$ cat src/pdg_pkg.sv
// Package of constants and types for the port system glue block
package pdg_pkg;
   // Clock rate and the least settle time after companion supply good
   localparam int CLK_MHZ = 100;
   localparam int SUPPLY_SETTLE_US = 100;
   localparam int SETTLE_CYCLES = SUPPLY_SETTLE_US * CLK_MHZ;
   localparam int SETTLE_W = 14;
   // I2C target address of the status port
   localparam logic [6:0] I2C_ADDR = 7'h38;
   // Connection kinds reported by the policy logic
   typedef enum logic [1:0] {
      PDG_CONN_NONE,
      PDG_CONN_USB,
      PDG_CONN_ALT,
      PDG_CONN_LINK
   } pdg_conn_t;
   // Power object fields: voltage in 50 mV units, current in 10 mA units
   localparam logic [9:0] PDO_5V = 10'h064;
   localparam logic [9:0] PDO_9V = 10'h0B4;
   localparam logic [9:0] PDO_15V = 10'h12C;
   localparam logic [9:0] PDO_20V = 10'h190;
   localparam logic [9:0] PDO_1A5 = 10'h096;
   localparam logic [9:0] PDO_3A = 10'h12C;
   localparam logic [9:0] PDO_5A = 10'h1F4;
   // Fixed supply type code in the top two bits
   localparam logic [1:0] PDO_FIXED = 2'h0;
   localparam int PDO_V_LSB = 10;
   // Display pin assignment mask: C, D, E
   localparam logic [5:0] PIN_ASSIGN_CDE = 6'h1C;
   // Status byte bit positions
   localparam int ST_ORIENT = 0;
   localparam int ST_USB3 = 1;
   localparam int ST_ALT = 2;
   localparam int ST_LINK = 3;
   localparam int ST_ATTACH = 4;
   localparam int ST_HOST = 5;
   localparam int ST_SRC_FACING = 6;
   // I2C shift register widths
   localparam int BYTE_BITS = 8;
   localparam logic [3:0] BIT_LAST = 4'h8;
endpackage

$ cat src/pdg_i2c_target.sv
// I2C target that acknowledges one address and returns a status byte
`timescale 1ns/1ps
module pdg_i2c_target
   import pdg_pkg::*;
(
   input wire logic sys_clk,
   input wire logic rst,
   input wire logic scl_sync,
   input wire logic sda_sync,
   input wire logic [7:0] status_byte,
   output logic sda_oe,
   output logic read_done
);
   // Protocol phases
   typedef enum {
      PDG_IDLE,
      PDG_ADDR,
      PDG_AACK,
      PDG_SEND,
      PDG_MACK
   } pdg_i2c_t;
   pdg_i2c_t state;
   logic scl_d; // Previous clock level for edges
   logic sda_d; // Previous data level for start and stop
   logic [3:0] bit_cnt; // Bits seen in the current byte
   logic [7:0] shift; // Address in, data out
   wire scl_rise = scl_sync & ~scl_d;
   wire scl_fall = ~scl_sync & scl_d;
   wire start_seen = scl_sync & sda_d & ~sda_sync;
   wire stop_seen = scl_sync & ~sda_d & sda_sync;
   // Address match on the seven upper bits, read direction only
   wire addr_hit = (shift[7:1] == I2C_ADDR) && shift[0];

   // Edge history
   always_ff @(posedge sys_clk) begin
      if (rst) begin
         scl_d <= 1'b1;
         sda_d <= 1'b1;
      end else begin
         scl_d <= scl_sync;
         sda_d <= sda_sync;
      end
   end

   // Phase machine; start and stop override any phase
   always_ff @(posedge sys_clk) begin
      if (rst) begin
         state <= PDG_IDLE;
         bit_cnt <= 4'h0;
         shift <= 8'h00;
         sda_oe <= 1'b0;
         read_done <= 1'b0;
      end else begin
         read_done <= 1'b0;
         if (start_seen) begin
            state <= PDG_ADDR;
            bit_cnt <= 4'h0;
            sda_oe <= 1'b0;
         end else if (stop_seen) begin
            state <= PDG_IDLE;
            sda_oe <= 1'b0;
         end else begin
            unique case (state)
               PDG_IDLE: begin
                  sda_oe <= 1'b0;
               end
               PDG_ADDR: begin
                  if (scl_rise) begin
                     shift <= {shift[6:0], sda_sync};
                     bit_cnt <= bit_cnt + 4'h1;
                  end
                  if (scl_fall && bit_cnt == BIT_LAST) begin
                     // Ack only our own address
                     if (addr_hit) begin
                        sda_oe <= 1'b1;
                        state <= PDG_AACK;
                     end else begin
                        state <= PDG_IDLE;
                     end
                  end
               end
               PDG_AACK: begin
                  if (scl_fall) begin
                     // Load status and put its first bit out
                     shift <= status_byte;
                     sda_oe <= ~status_byte[7];
                     bit_cnt <= 4'h1;
                     state <= PDG_SEND;
                  end
               end
               PDG_SEND: begin
                  if (scl_fall) begin
                     if (bit_cnt == BIT_LAST) begin
                        sda_oe <= 1'b0;
                        state <= PDG_MACK;
                     end else begin
                        sda_oe <= ~shift[6];
                        shift <= {shift[6:0], 1'b0};
                        bit_cnt <= bit_cnt + 4'h1;
                     end
                  end
               end
               PDG_MACK: begin
                  if (scl_rise) begin
                     read_done <= 1'b1;
                     // A nack ends the read; an ack repeats the byte
                     state <= sda_sync ? PDG_IDLE : PDG_AACK;
                  end
               end
            endcase
         end
      end
   end
endmodule

$ cat src/pdg_port_glue.sv
// System glue of a single-port power-delivery controller
//
// Contract
// - Companion held in reset until configuration loaded
// - Flash used by us first, companion after
// - First GPIO is dedicated active-low companion reset
// - Release reset 100 us after supply good
// - Interrupt companion after connection kind determined
// - I2C target always on, acknowledges address 0x38 (acked only with the read direction bit set; a write to 0x38 gets a nack)
// - Drive orientation, USB3, altmode to high-speed mux
// - Drive sideband mux selects and path enables
// - USB-display build: one source 5 V 1.5 A
// - Companion build: one source 5 V 3 A
// - Four sink objects 5/9/15/20 V, 3 A; 20 V object at 5 A when sink_20v_5a is set
// - USB host, display source-facing, pins C/D/E
`timescale 1ns/1ps
module pdg_port_glue
   import pdg_pkg::*;
(
   input wire logic sys_clk,
   input wire logic rst,
   input wire logic cfg_loaded,
   input wire logic companion_build,
   input wire logic sink_20v_5a,
   input wire logic companion_supply_good,
   input wire logic host_embedded_ctl_own,
   input wire logic host_embedded_ctl_release,
   input wire logic conn_valid,
   input wire logic [1:0] conn_kind,
   input wire logic conn_flip,
   input wire logic scl_in,
   input wire logic sda_in,
   output logic sda_out,
   output logic sda_oe,
   output logic companion_rst_line,
   output logic flash_grant_companion,
   output logic companion_irq,
   output logic mux_flip,
   output logic usb3_select,
   output logic altmode_select,
   output logic sideband_a_orient,
   output logic sideband_b_orient,
   output logic aux_path_enable,
   output logic link_sideband_enable,
   output logic [1:0] src_pdo_count,
   output logic [31:0] src_pdo0,
   output logic [2:0] snk_pdo_count,
   output logic [31:0] snk_pdo0,
   output logic [31:0] snk_pdo1,
   output logic [31:0] snk_pdo2,
   output logic [31:0] snk_pdo3,
   output logic usb_data_host,
   output logic display_source_facing,
   output logic [5:0] display_pin_assign
);
   // Builds a fixed power object from voltage and current fields
   function automatic logic [31:0] pdg_fixed(input logic [9:0] volts,
                                             input logic [9:0] amps);
      pdg_fixed = {PDO_FIXED, 10'h000, volts, amps};
   endfunction

   // Two-flop synchronisers for pins from outside the domain
   logic sg_m, sg_s; // Supply good
   logic scl_m, scl_s; // I2C clock
   logic sda_m, sda_s; // I2C data
   always_ff @(posedge sys_clk) begin
      if (rst) begin
         sg_m <= 1'b0;
         sg_s <= 1'b0;
         scl_m <= 1'b1;
         scl_s <= 1'b1;
         sda_m <= 1'b1;
         sda_s <= 1'b1;
      end else begin
         sg_m <= companion_supply_good;
         sg_s <= sg_m;
         scl_m <= scl_in;
         scl_s <= scl_m;
         sda_m <= sda_in;
         sda_s <= sda_m;
      end
   end

   // Reset sequencer: the release waits on both the config load and
   // a settled supply, so a late supply never sees an early release
   typedef enum {
      PDG_LOAD,
      PDG_WAIT_SUPPLY,
      PDG_SETTLE,
      PDG_RUN
   } pdg_seq_t;
   pdg_seq_t seq, next_seq;
   logic [SETTLE_W-1:0] settle_cnt; // Cycles of good supply
   wire settle_done = settle_cnt == SETTLE_W'(SETTLE_CYCLES - 1);

   always_comb begin
      next_seq = seq;
      unique case (seq)
         PDG_LOAD:
            if (cfg_loaded) next_seq = PDG_WAIT_SUPPLY;
         PDG_WAIT_SUPPLY:
            if (sg_s) next_seq = PDG_SETTLE;
         PDG_SETTLE:
            if (!sg_s) next_seq = PDG_WAIT_SUPPLY;
            else if (settle_done) next_seq = PDG_RUN;
         PDG_RUN:
            if (!sg_s) next_seq = PDG_WAIT_SUPPLY;
      endcase
   end

   // Sequencer state and settle counter
   always_ff @(posedge sys_clk) begin
      if (rst) begin
         seq <= PDG_LOAD;
         settle_cnt <= '0;
      end else begin
         seq <= next_seq;
         if (seq == PDG_SETTLE && !settle_done)
            settle_cnt <= settle_cnt + SETTLE_W'(1);
         else if (seq != PDG_SETTLE)
            settle_cnt <= '0;
      end
   end

   // Release allowed by sequencer; the host override waits for the
   // settle too, and both paths drop as soon as the supply goes away
   wire seq_release = seq == PDG_RUN && sg_s;
   wire host_release = host_embedded_ctl_release & seq_release;
   wire loaded = seq != PDG_LOAD;
   wire release_ok = loaded &&
                     (host_embedded_ctl_own ? host_release : seq_release);

   // Pin 0 drives nothing but the companion reset, low while held
   always_ff @(posedge sys_clk) begin
      if (rst) begin
         companion_rst_line <= 1'b0;
         flash_grant_companion <= 1'b0;
      end else begin
         companion_rst_line <= release_ok;
         flash_grant_companion <= loaded;
      end
   end

   // Mux control decode from the connection event
   wire is_usb = conn_valid && (conn_kind == PDG_CONN_USB ||
                                conn_kind == PDG_CONN_ALT);
   wire is_alt = conn_valid && conn_kind == PDG_CONN_ALT;
   wire is_link = conn_valid && conn_kind == PDG_CONN_LINK;
   wire flip = conn_valid & conn_flip;

   // Registered mux outputs so the pins never glitch on decode
   always_ff @(posedge sys_clk) begin
      if (rst) begin
         mux_flip <= 1'b0;
         usb3_select <= 1'b0;
         altmode_select <= 1'b0;
         sideband_a_orient <= 1'b0;
         sideband_b_orient <= 1'b0;
         aux_path_enable <= 1'b0;
         link_sideband_enable <= 1'b0;
      end else begin
         mux_flip <= flip;
         usb3_select <= is_usb;
         altmode_select <= is_alt;
         sideband_a_orient <= flip;
         sideband_b_orient <= flip;
         aux_path_enable <= is_alt;
         link_sideband_enable <= is_link;
      end
   end

   // Status byte that the companion reads
   logic [7:0] status;
   always_comb begin
      status = 8'h00;
      status[ST_ORIENT] = flip;
      status[ST_USB3] = is_usb;
      status[ST_ALT] = is_alt;
      status[ST_LINK] = is_link;
      status[ST_ATTACH] = conn_valid;
      status[ST_HOST] = 1'b1;
      status[ST_SRC_FACING] = 1'b1;
   end

   // Interrupt: raised on any change of the determined connection,
   // dropped once the companion has read the status; a new change in
   // the same cycle as the read keeps it raised
   logic [7:0] status_seen;
   logic read_done;
   wire status_change = status != status_seen;
   always_ff @(posedge sys_clk) begin
      if (rst) begin
         status_seen <= 8'h00;
         companion_irq <= 1'b0;
      end else begin
         status_seen <= status;
         if (status_change)
            companion_irq <= 1'b1;
         else if (read_done)
            companion_irq <= 1'b0;
      end
   end

   // I2C target is never gated by reset sequencing or mode
   pdg_i2c_target u_i2c (
      .sys_clk(sys_clk),
      .rst(rst),
      .scl_sync(scl_s),
      .sda_sync(sda_s),
      .status_byte(status),
      .sda_oe(sda_oe),
      .read_done(read_done)
   );
   assign sda_out = 1'b0; // Open drain: only pulls low

   // Advertised capabilities; source picked by build, top sink current by sink_20v_5a
   wire [31:0] src_obj = companion_build ?
                         pdg_fixed(PDO_5V, PDO_3A) :
                         pdg_fixed(PDO_5V, PDO_1A5);
   wire [9:0] top_amps = sink_20v_5a ? PDO_5A : PDO_3A;
   always_ff @(posedge sys_clk) begin
      if (rst) begin
         src_pdo_count <= 2'h0;
         src_pdo0 <= 32'h0000_0000;
         snk_pdo_count <= 3'h0;
         snk_pdo0 <= 32'h0000_0000;
         snk_pdo1 <= 32'h0000_0000;
         snk_pdo2 <= 32'h0000_0000;
         snk_pdo3 <= 32'h0000_0000;
         usb_data_host <= 1'b0;
         display_source_facing <= 1'b0;
         display_pin_assign <= 6'h00;
      end else begin
         src_pdo_count <= 2'h1;
         src_pdo0 <= src_obj;
         snk_pdo_count <= 3'h4;
         snk_pdo0 <= pdg_fixed(PDO_5V, PDO_3A);
         snk_pdo1 <= pdg_fixed(PDO_9V, PDO_3A);
         snk_pdo2 <= pdg_fixed(PDO_15V, PDO_3A);
         snk_pdo3 <= pdg_fixed(PDO_20V, top_amps);
         usb_data_host <= 1'b1;
         display_source_facing <= 1'b1;
         display_pin_assign <= PIN_ASSIGN_CDE;
      end
   end

   // Helper: cycles since supply good last became stable
   logic [SETTLE_W:0] good_run;
   always_ff @(posedge sys_clk) begin
      if (rst || !sg_s) good_run <= '0;
      else if (!(&good_run)) good_run <= good_run + (SETTLE_W+1)'(1);
   end
endmodule

$ cat config.mk
export PLATFORM = sky130hd
export DESIGN_NAME = pdg_port_glue
export DESIGN_NICKNAME = d
export VERILOG_FILES = /design/src/pdg_pkg.sv /design/src/pdg_i2c_target.sv /design/src/pdg_port_glue.sv
export SDC_FILE = /design/constraint.sdc
export NUM_CORES = 1
export LEC_CHECK = 0
export BUFFER_PORTS_ARGS = -buffer_cell sky130_fd_sc_hd__buf_4
export CORE_ASPECT_RATIO = 1.4
export CORE_MARGIN = 2
export CORE_UTILIZATION = 33
export DETAILED_ROUTE_END_ITERATION = 16
export PLACE_DENSITY = 0.58
export REMOVE_ABC_BUFFERS = 1
export SLEW_MARGIN = 15
export SYNTH_ARGS = -nofsm -noshare
export SYNTH_HDL_FRONTEND = slang
export SYNTH_SLANG_ARGS = --single-unit
$ cat constraint.sdc
create_clock -name sys_clk -period 2.1 [get_ports sys_clk]
set_input_delay 0 -clock sys_clk [delete_from_list [all_inputs] [get_ports sys_clk]]
set_output_delay 0 -clock sys_clk [all_outputs]
set_load 0.02 [all_outputs]
Word level (Yosys, flattened, before mapping)
Cells that the tools add are included.
Storage, ports and cells
  bits in registers: 287
  output and inout port bits: 185
  input bits: 14
Cells by class
  equal/unequal tests: 34
  bitwise logic cells: 16
  reductions and logical operators: 28
  add/sub/neg operators: 2
  multiplexer cells: 49
Operator list (number)
  32-bit 2-to-1 mux: 10
  32-bit one-hot mux with 4 select lines: 2
  32-bit by 2-bit == test with 1-bit output (second input constant): 4
  32-bit by 3-bit == test with 1-bit output (second input constant): 3
  32-bit by 1-bit == test with 1-bit output (second input constant): 2
  32-bit zero test: 2
  8-bit 2-to-1 mux: 5
  19-bit 2-to-1 mux: 2
  32-bit by 3-bit inequality test with 1-bit output (second input constant): 1
  32-bit nonzero test: 1
  14-bit 2-to-1 mux: 2
  8-bit one-hot mux with 3 select lines: 1
  4-bit by 1-bit inequality test with 1-bit output (second input constant): 5
  18-bit 2-to-1 mux: 1
  6-bit AND reduction: 3
  17-bit 2-to-1 mux: 1
  4-bit 2-to-1 mux: 4
  14-bit by 1-bit adder with 14-bit output (second input constant): 1
  14-bit == test (second input constant): 1
  2-bit by 1-bit inequality test with 1-bit output (second input constant): 7
  1-bit 2-to-1 mux: 13
  4-bit one-hot mux with 3 select lines: 1
  9-bit 2-to-1 mux: 1
  1-bit bitwise AND: 8
  other kinds (27): 48

Logic depth before layout (Yosys ltp)
Gate-level depths: netlist of run 1.
  word-level depth: 7
  gate-level depth with buffers: 8
  mapped depth without buffers: 6

Cells and area by module
From an unflattened synthesis of run 1, not the netlist that was laid out.
Unflattened totals
  cells, all modules: 468
  area total of the unflattened synthesis: 3918.8 µm²
Modules (own cells, without submodules)
  pdg_port_glue: cells an instance 330, instances 1, area each 2772.7 µm²
  pdg_i2c_target: cells an instance 138, instances 1, area each 1146.1 µm²

Least setup slack after synthesis of run 1
Ideal clock, no wire load.
  path type: flip-flop to flip-flop
  start: register settle_cnt[0]
  end: register settle_cnt[13]
  clock period less this slack: 1.730 ns
  data required time: 1.965 ns
  setup slack: 0.370 ns
  data arrival time: 1.595 ns
  library setup time: 0.135 ns
  cell stages (with the launch flop): 9
  cells stage by stage: dfxtp_1 ha_1 and2_4 buf_6 and4_1 buf_6 buf_4 o311ai_0 o41ai_1
On the way
  cells in the longest elaborated chain, start to end: 4
Ends and longest elaborated chain
  start: declaration: line pdg_port_glue.sv:93  | logic [SETTLE_W-1:0] settle_cnt;
  start signal: assignment: line pdg_port_glue.sv:119  | settle_cnt <= settle_cnt + SETTLE_W'(1);
  branches (longest 4 deep; another with 14-bit by 1-bit adder with 14-bit output)
Parallel ways; which one is timed is not known.
A chain may end at the register's enable or synchronous reset.

Final worst setup path of run 1
  start: register settle_cnt[0]
  end: register settle_cnt[7]
The elaborated chain is that of the path after synthesis.

==> impl_metrics.env, run 1 <==
export IMPL_worstSetupPathType="register to register"
export IMPL_synthMuxAreaShare_pct=1.43
export IMPL_p_leak_nw=1.82
export IMPL_drive_gt1_share_pct=21.1
export IMPL_grt_pass1_vias=2403
export IMPL_ys_flop_type="dfxtp_1"
export IMPL_routed_wl_mm=6.83
export IMPL_synth_top_family_by_area="buffers and inverters"
export IMPL_r2r_start="settle_cnt[0]"
export IMPL_timing_final_crit_period_ns=1.83
export IMPL_gr_usage_all_layers_pct=10.5
export IMPL_switching_share_pct=32.8
export IMPL_grt_pass1_wl_mm=10.9
export IMPL_drc=0
export IMPL_diodes=0
export IMPL_synth_xor_area_share_pct=2.00
export IMPL_pin_count=199
export IMPL_port_buffer_count=74
export IMPL_fin_nets=520
export IMPL_avgSynthCellArea_um2=8.39
export IMPL_cp_arrival_ns=2.05
export IMPL_wire_per_inst_um=10.6
export IMPL_coreArea_um2=11800
export IMPL_seq_area_um2=1100
export IMPL_cts_buffers=5
export IMPL_die_area_um2=12800
export IMPL_dr_pass1_iters=4
export IMPL_cts_buffer_depth=2
export IMPL_whs_path_depth=4
export IMPL_synth_simple_gate_area_share_pct=17.5
export IMPL_syn_inst=469
export IMPL_worstSetupEndpointType="register"
export IMPL_power_density_nw_per_um2=634
export IMPL_rrSetupSlack_ns=0.27
export IMPL_max_cap_viol_count=0
export IMPL_irDropWorstVdd_mv=0.316
export IMPL_cp_start_kind="register"
export IMPL_worst_path_max_fanout=10
export IMPL_synth_cell_types=64
export IMPL_r2r_end="settle_cnt[7]"
export IMPL_antenna_found_initial=0
export IMPL_gp_congestion=0.758
export IMPL_die_h_um=133
export IMPL_sequentialPowerShare_pct=43.9
export IMPL_p_clk_share_pct=32.2
export IMPL_synth_fa_ha_area_share_pct=2.86
export IMPL_synth_compound_area_share_pct=11.4
export IMPL_start_util_pct=33.5
export IMPL_placed_area_um2=3800
export IMPL_finalSetupTns_ns=0
export IMPL_synth_area_um2=3940
export IMPL_final_util_pct=34.1
export IMPL_cts_hold_fix_buffers=7
export IMPL_hpwl_mm=5.11
export IMPL_grt_max_degree=35
export IMPL_cts_setup_buffers=0
export IMPL_min_delay_start="host_embedded_ctl_own"
export IMPL_viasPerCell=4.16
export IMPL_rows=47
export IMPL_hp_class="primary input to register"
export IMPL_status="completed"
export IMPL_reg2reg_depth=6
export IMPL_rsz0062_at_grt="no"
export IMPL_whs_endpoint="companion_rst_line"
export IMPL_synth_seq_cells=55
export IMPL_synth_edf_count=0
export IMPL_cp_required_ns=2.32
export IMPL_drv_slew=0
export IMPL_crit_start="settle_cnt[0]"
export IMPL_clk_pin_slew_worst_paths_ns=0.07
export IMPL_clock_latency_ns=0.30
export IMPL_clock_fmax_mhz=545
export IMPL_setup_slack_ns=0.266
export IMPL_drt_iter0_drc=113
export IMPL_finalCritPeriodShare_pct=87.3
export IMPL_overflow=0
export IMPL_async_flop_share_pct=0
export IMPL_fp_dieW_um=96.3
export IMPL_hold_viol_final=0
export IMPL_htree_levels=2
export IMPL_drt_antenna_violating_nets=0
export IMPL_cts_sinks=55
export IMPL_internal_power_mw=1.71
export IMPL_cts_tree="built"
export IMPL_ys_seq_area_share_pct=28.0
export IMPL_pre_cts_ws_ns=0.283
export IMPL_nFillCells=1222
export IMPL_fin_area_um2=4010
export IMPL_ys_warn_count=0
export IMPL_p_switching_mw=0.833
export IMPL_combPwrFrac_pct=23.9
export IMPL_cts_root_buffer="clkbuf_16"
export IMPL_setup_viol=0
export IMPL_dr_total_vias=2684
export IMPL_multi_input_area_um2=1850
export IMPL_fin_skew_ns=0.00899
export IMPL_syn2layout_area_growth_pct=1.88
export IMPL_cts_resized=0
[layout by cell type, fill, tap and decap left out, types with 2 or more instances in the layout]
master / n
conb_1: 124
buf_4: 81
dfxtp_1: 55
nand2_1: 20
nor2_1: 19
a21oi_1: 15
inv_1: 14
nor2b_1: 12
o21ai_0: 11
nand3_1: 9
ha_1: 9
xor2_1: 8
nand4_1: 7
a31oi_1: 7
or2_2: 7
dlygate4sd3_1: 7
o31ai_1: 5
nor3_1: 5
a311oi_1: 5
and2_1: 5
clkbuf_16: 5
and3_1: 4
nand2b_1: 4
nand3b_1: 3
o22ai_1: 3
and4_1: 3
or3_1: 3
mux2i_1: 3
o21a_1: 3
clkinv_2: 3
nor3b_1: 2
or2_1: 2
a211oi_1: 2
nor4bb_1: 2
nand4b_1: 2
o221ai_1: 2
[power groups by stage]
stage	Combinational [mW]	Sequential (mW)	Clock, mW
after floorplan	0.345	1.22	0
after global placement	0.585	1.14	0
after detailed placement	0.596	1.14	0
after CTS	0.607	1.12	0.849
after global routing	0.669	1.12	0.896
final	0.608	1.12	0.818
[Yosys cell counts, drive strengths merged, types with 3 or more instances]
| master | count | area share [%] |
|---|---|---|
| a21oi | 15 | 1.9 |
| a311oi | 5 | 1.1 |
| a31oi | 7 | 1.1 |
| and2 | 6 | 1.0 |
| and3 | 4 | 0.64 |
| and4 | 3 | 0.67 |
| buf | 179 | 34 |
| clkbuf | 11 | 1.1 |
| dfxtp | 55 | 28 |
| ha | 9 | 2.9 |
| inv | 14 | 1.3 |
| mux2i | 3 | 0.76 |
| nand2 | 20 | 1.9 |
| nand2b | 5 | 0.99 |
| nand3 | 9 | 1.1 |
| nand3b | 3 | 0.57 |
| nand4 | 7 | 1.1 |
| nor2 | 19 | 1.8 |
| nor2b | 12 | 1.9 |
| nor3 | 5 | 0.64 |
| nor3b | 3 | 0.70 |
| o21a | 3 | 0.57 |
| o21ai | 11 | 1.4 |
| o22ai | 3 | 0.48 |
| o31ai | 5 | 0.95 |
| or2 | 9 | 1.4 |
| or3 | 3 | 0.48 |
| xor2 | 8 | 1.8 |
[cell type report]
type,count,area share [%]
clock inverters,3,0.374
inverters,15,1.40
clock buffers,5,3.12
repair buffers,88,16.9
well taps,147,4.59
multi-input cells,332,46.1
flip-flops and latches,55,27.5
[logic make-up (layout without fill, tap and decap cells)]
logic type                 after synthesis  count (layout)
buffers and inverters                  205             111
DFF                                     55              55
adders and majority gates                9               9
other                                    1             124
and+or+nand+nor                        119             119
xor gates and xnor gates                 9               9
AOI/OAI and AO/OA                       66              66
muxes                                    5               5
[per-stage QoR]
step	power (mW)	std cells	hold WS, ns
2_1_floorplan	1.57	402	0.0667
3_3_place_gp	1.72	630	0.158
3_5_place_dp	1.74	630	0.164
4_1_cts	2.57	645	0.0111
5_1_grt	2.69	645	0.0420
6_report	2.54	645	0.0129
[state kept, by name, indices dropped and copies added (netlist names), 2 cells and up]
name and cells:
settle_cnt 14, u_i2c.shift 8, status_seen 6, u_i2c.bit_cnt 4
snk_pdo3 3, u_i2c.state 3, seq 2, src_pdo0 2
[metal layers]
| layer | up-vias | GRT usage (%) | part of all wire [%] |
|---|---|---|---|
| li1 | 1331 | - | - |
| met3 | 5 | 1.92 | 6.0 |
| met4 | 0 | 4.15 | 1.7 |
| met1 | 1230 | 11.2 | 39 |
| met2 | 118 | 19.5 | 53 |
| met5 | - | 0 | 0 |
[critical path, stage by stage (launching register included)]
cell     delay [ns]
dfxtp_1        0.34
ha_1           0.22
and2_4         0.18
and4_1         0.23
buf_4          0.19
or4_1          0.46
a21oi_1        0.14
[how the worst max path moves through the flow]
stage	endpoint	slack, ns	depth (start not counted)
after floorplan	companion_irq	-3.60	3
after global placement	settle_cnt[7]	0.30	6
after detailed placement	settle_cnt[7]	0.28	6
after CTS	settle_cnt[7]	0.27	6
after global routing	settle_cnt[7]	0.18	6
final	settle_cnt[7]	0.27	6
(Power assumes the default switching activity.)
==> run 2, diff against run 1 <==
--- a/config.mk
+++ b/config.mk
@@ -8,9 +8,10 @@
 export BUFFER_PORTS_ARGS = -buffer_cell sky130_fd_sc_hd__buf_4
 export CORE_ASPECT_RATIO = 1.4
 export CORE_MARGIN = 2
-export CORE_UTILIZATION = 33
+export CORE_UTILIZATION = 35
+export CTS_CLUSTER_DIAMETER = 120
 export DETAILED_ROUTE_END_ITERATION = 16
-export PLACE_DENSITY = 0.58
+export PLACE_DENSITY = 0.61
 export REMOVE_ABC_BUFFERS = 1
 export SLEW_MARGIN = 15
 export SYNTH_ARGS = -nofsm -noshare
==> run 2 against run 1 <==
Against the previous run:
- core utilization rose by 3.0 points
- routed wire length fell by 2.0%
- combinational power barely moved
- critical path type unchanged
- largest cell class unchanged
- largest power group unchanged
==> impl_metrics.env, run 2 (synthesis gave the netlist of run 1 again) <==
export IMPL_status="completed"
export IMPL_cts_sinks=55
export IMPL_finalCritPeriodShare_pct=88.5
export IMPL_worst_path_max_fanout=16
export IMPL_cp_start_kind="register"
export IMPL_timing_final_crit_period_ns=1.86
export IMPL_cp_arrival_ns=2.04
export IMPL_grt_max_degree=34
export IMPL_dr_total_vias=2740
export IMPL_cp_required_ns=2.28
export IMPL_hpwl_mm=5.09
export IMPL_coreArea_um2=10900
export IMPL_p_leak_nw=1.83
export IMPL_grt_pass1_wl_mm=10.6
export IMPL_clk_pin_slew_worst_paths_ns=0.07
export IMPL_htree_levels=2
export IMPL_whs_endpoint="companion_rst_line"
export IMPL_port_buffer_count=74
export IMPL_drt_antenna_violating_nets=0
export IMPL_rows=45
export IMPL_rrSetupSlack_ns=0.24
export IMPL_overflow=0
export IMPL_worstSetupPathType="register to register"
export IMPL_layout_commonest_cell="conb_1"
export IMPL_hp_class="primary input to register"
export IMPL_max_stage_delay_ns=0.46
export IMPL_clock_latency_ns=0.29
export IMPL_grt_pass1_vias=2351
export IMPL_slew_limit_headroom_pct=65.0
export IMPL_reg2reg_depth=4
export IMPL_critPathTopFamily="simple AND/OR/NAND/NOR gates"
export IMPL_fp_dieW_um=93.6
export IMPL_drive_gt1_share_pct=21.1
export IMPL_crit_buf_inv=0
export IMPL_clock_fmax_mhz=538
export IMPL_cts_buffer_depth=2
export IMPL_worst_path_max_delay_cell="and4_2"
export IMPL_gp_congestion=0.802
export IMPL_worstPathCellList="nor4bb_1 > and4_2 > o21ba_2 > mux2_2"
export IMPL_dr_pass1_iters=6
export IMPL_rsz0062_at_grt="no"
export IMPL_crit_start="settle_cnt[3]"
export IMPL_fin_nets=519
export IMPL_placed_area_um2=3780
export IMPL_nFillCells=1149
export IMPL_wire_per_inst_um=10.5
export IMPL_drv_slew=0
export IMPL_fin_skew_ns=0.00615
export IMPL_cts_tree="built"
export IMPL_worstSetupEndpointType="register"
export IMPL_finalSetupTns_ns=0
export IMPL_largest_register_ffs=14
export IMPL_whs_path_depth=4
export IMPL_routed_wl_mm=6.70
export IMPL_cts_root_buffer="clkbuf_16"
export IMPL_die_h_um=129
export IMPL_diodes=0
export IMPL_pin_count=199
export IMPL_drc=0
export IMPL_p_total_mw=2.78
export IMPL_regMostFlops="settle_cnt"
export IMPL_final_util_pct=37.1
export IMPL_max_cap_viol_count=0
export IMPL_die_area_um2=12100
export IMPL_fin_area_um2=4050
export IMPL_r2r_end="seq[0]"
export IMPL_r2r_start="settle_cnt[3]"
export IMPL_cts_setup_buffers=0
export IMPL_drt_iter0_drc=89
export IMPL_cts_buffers=5
export IMPL_min_delay_start="host_embedded_ctl_own"
export IMPL_syn2layout_area_growth_pct=2.86
export IMPL_viasPerCell=4.29
export IMPL_power_density_nw_per_um2=687
export IMPL_irDropWorstVdd_mv=0.316
export IMPL_setup_viol=0
export IMPL_mostFrequentLayoutCells="conb_1, buf_4, dfxtp_1, nand2_1, nor2_1"
export IMPL_gr_usage_all_layers_pct=10.6
export IMPL_antenna_found_initial=0
export IMPL_start_util_pct=36.0
export IMPL_hold_viol_final=0
export IMPL_worstMarginPinSlew_ns=0.525
export IMPL_top_regs="settle_cnt (14), u_i2c.shift (8), status_seen (6)"
-- run 2: cell types whose count changed in the layout (fill, tap and decap cells not counted) --
cell        before  now
and4_1           3    2
and4_2           0    1
buf_4           81   80
bufinv_16        0    2
clkinv_2         3    0
clkinvlp_4       0    1
-- run 2: metrics by stage --
step,setup slack [ns],instances,hold WS [ns]
floorplan,-3.60,402,0.0667
CTS,0.140,638,0.0122
global route,0.127,638,0.0376
detailed placement,0.161,623,0.163
finish,0.241,638,0.0191
global placement,0.239,623,0.158
-- run 2: per-layer routing --
layer | part of all wire (%) | wire length, um | global-route usage, % | vias to the layer above
met5 | 0 | 0 | 0 | -
met4 | 2.3 | 155 | 4.69 | 0
met3 | 6.9 | 465 | 1.86 | 13
met2 | 52 | 3470 | 19.8 | 142
met1 | 39 | 2600 | 11.4 | 1256
li1 | - | - | - | 1329
-- run 2: worst max path at each step --
| stage | end | depth (start not counted) | slack, ns |
|---|---|---|---|
| after floorplan | companion_irq | 3 | -3.60 |
| after global placement | seq[0] | 5 | 0.24 |
| after detailed placement | seq[0] | 4 | 0.16 |
| after CTS | seq[0] | 5 | 0.14 |
| after global routing | seq[0] | 4 | 0.13 |
| final | seq[0] | 4 | 0.24 |
-- run 2: cell type report --
cell class              instances  area (um^2)  area share [%]
multi-input cells             332         1850            45.7
repair buffers                 87          671            16.6
clock inverters                 3         67.6            1.67
inverters                      15         56.3            1.39
flip-flops and latches         55         1100            27.2
well taps                     141          176            4.36
clock buffers                   5          125            3.09
-- run 2: power by group --
group / internal (mW) / switching, mW / total (mW) / leakage, nW
logic: 0.190 / 0.418 / 0.608 / 1.29
clock network: 0.683 / 0.377 / 1.06 / 0.0900
registers: 1.08 / 0.0327 / 1.12 / 0.448
-- run 2: timing repair --
action | 4_1_cts | 5_1_grt
hold buffers | 7 | 0
endpoints found under the hold margin | 9 | 0
endpoints found under the setup margin | 0 | 1
resized for setup | 0 | 1
-- run 2: worst reg2reg max path: cells and delay by family, from the launching register on --
| kind | cells | cell delay, ns |
|---|---|---|
| AND/OR/NAND/NOR | 2 | 0.78 |
| AO/OA/AOI/OAI | 1 | 0.22 |
| flip-flops | 1 | 0.42 |
| multiplexers | 1 | 0.33 |
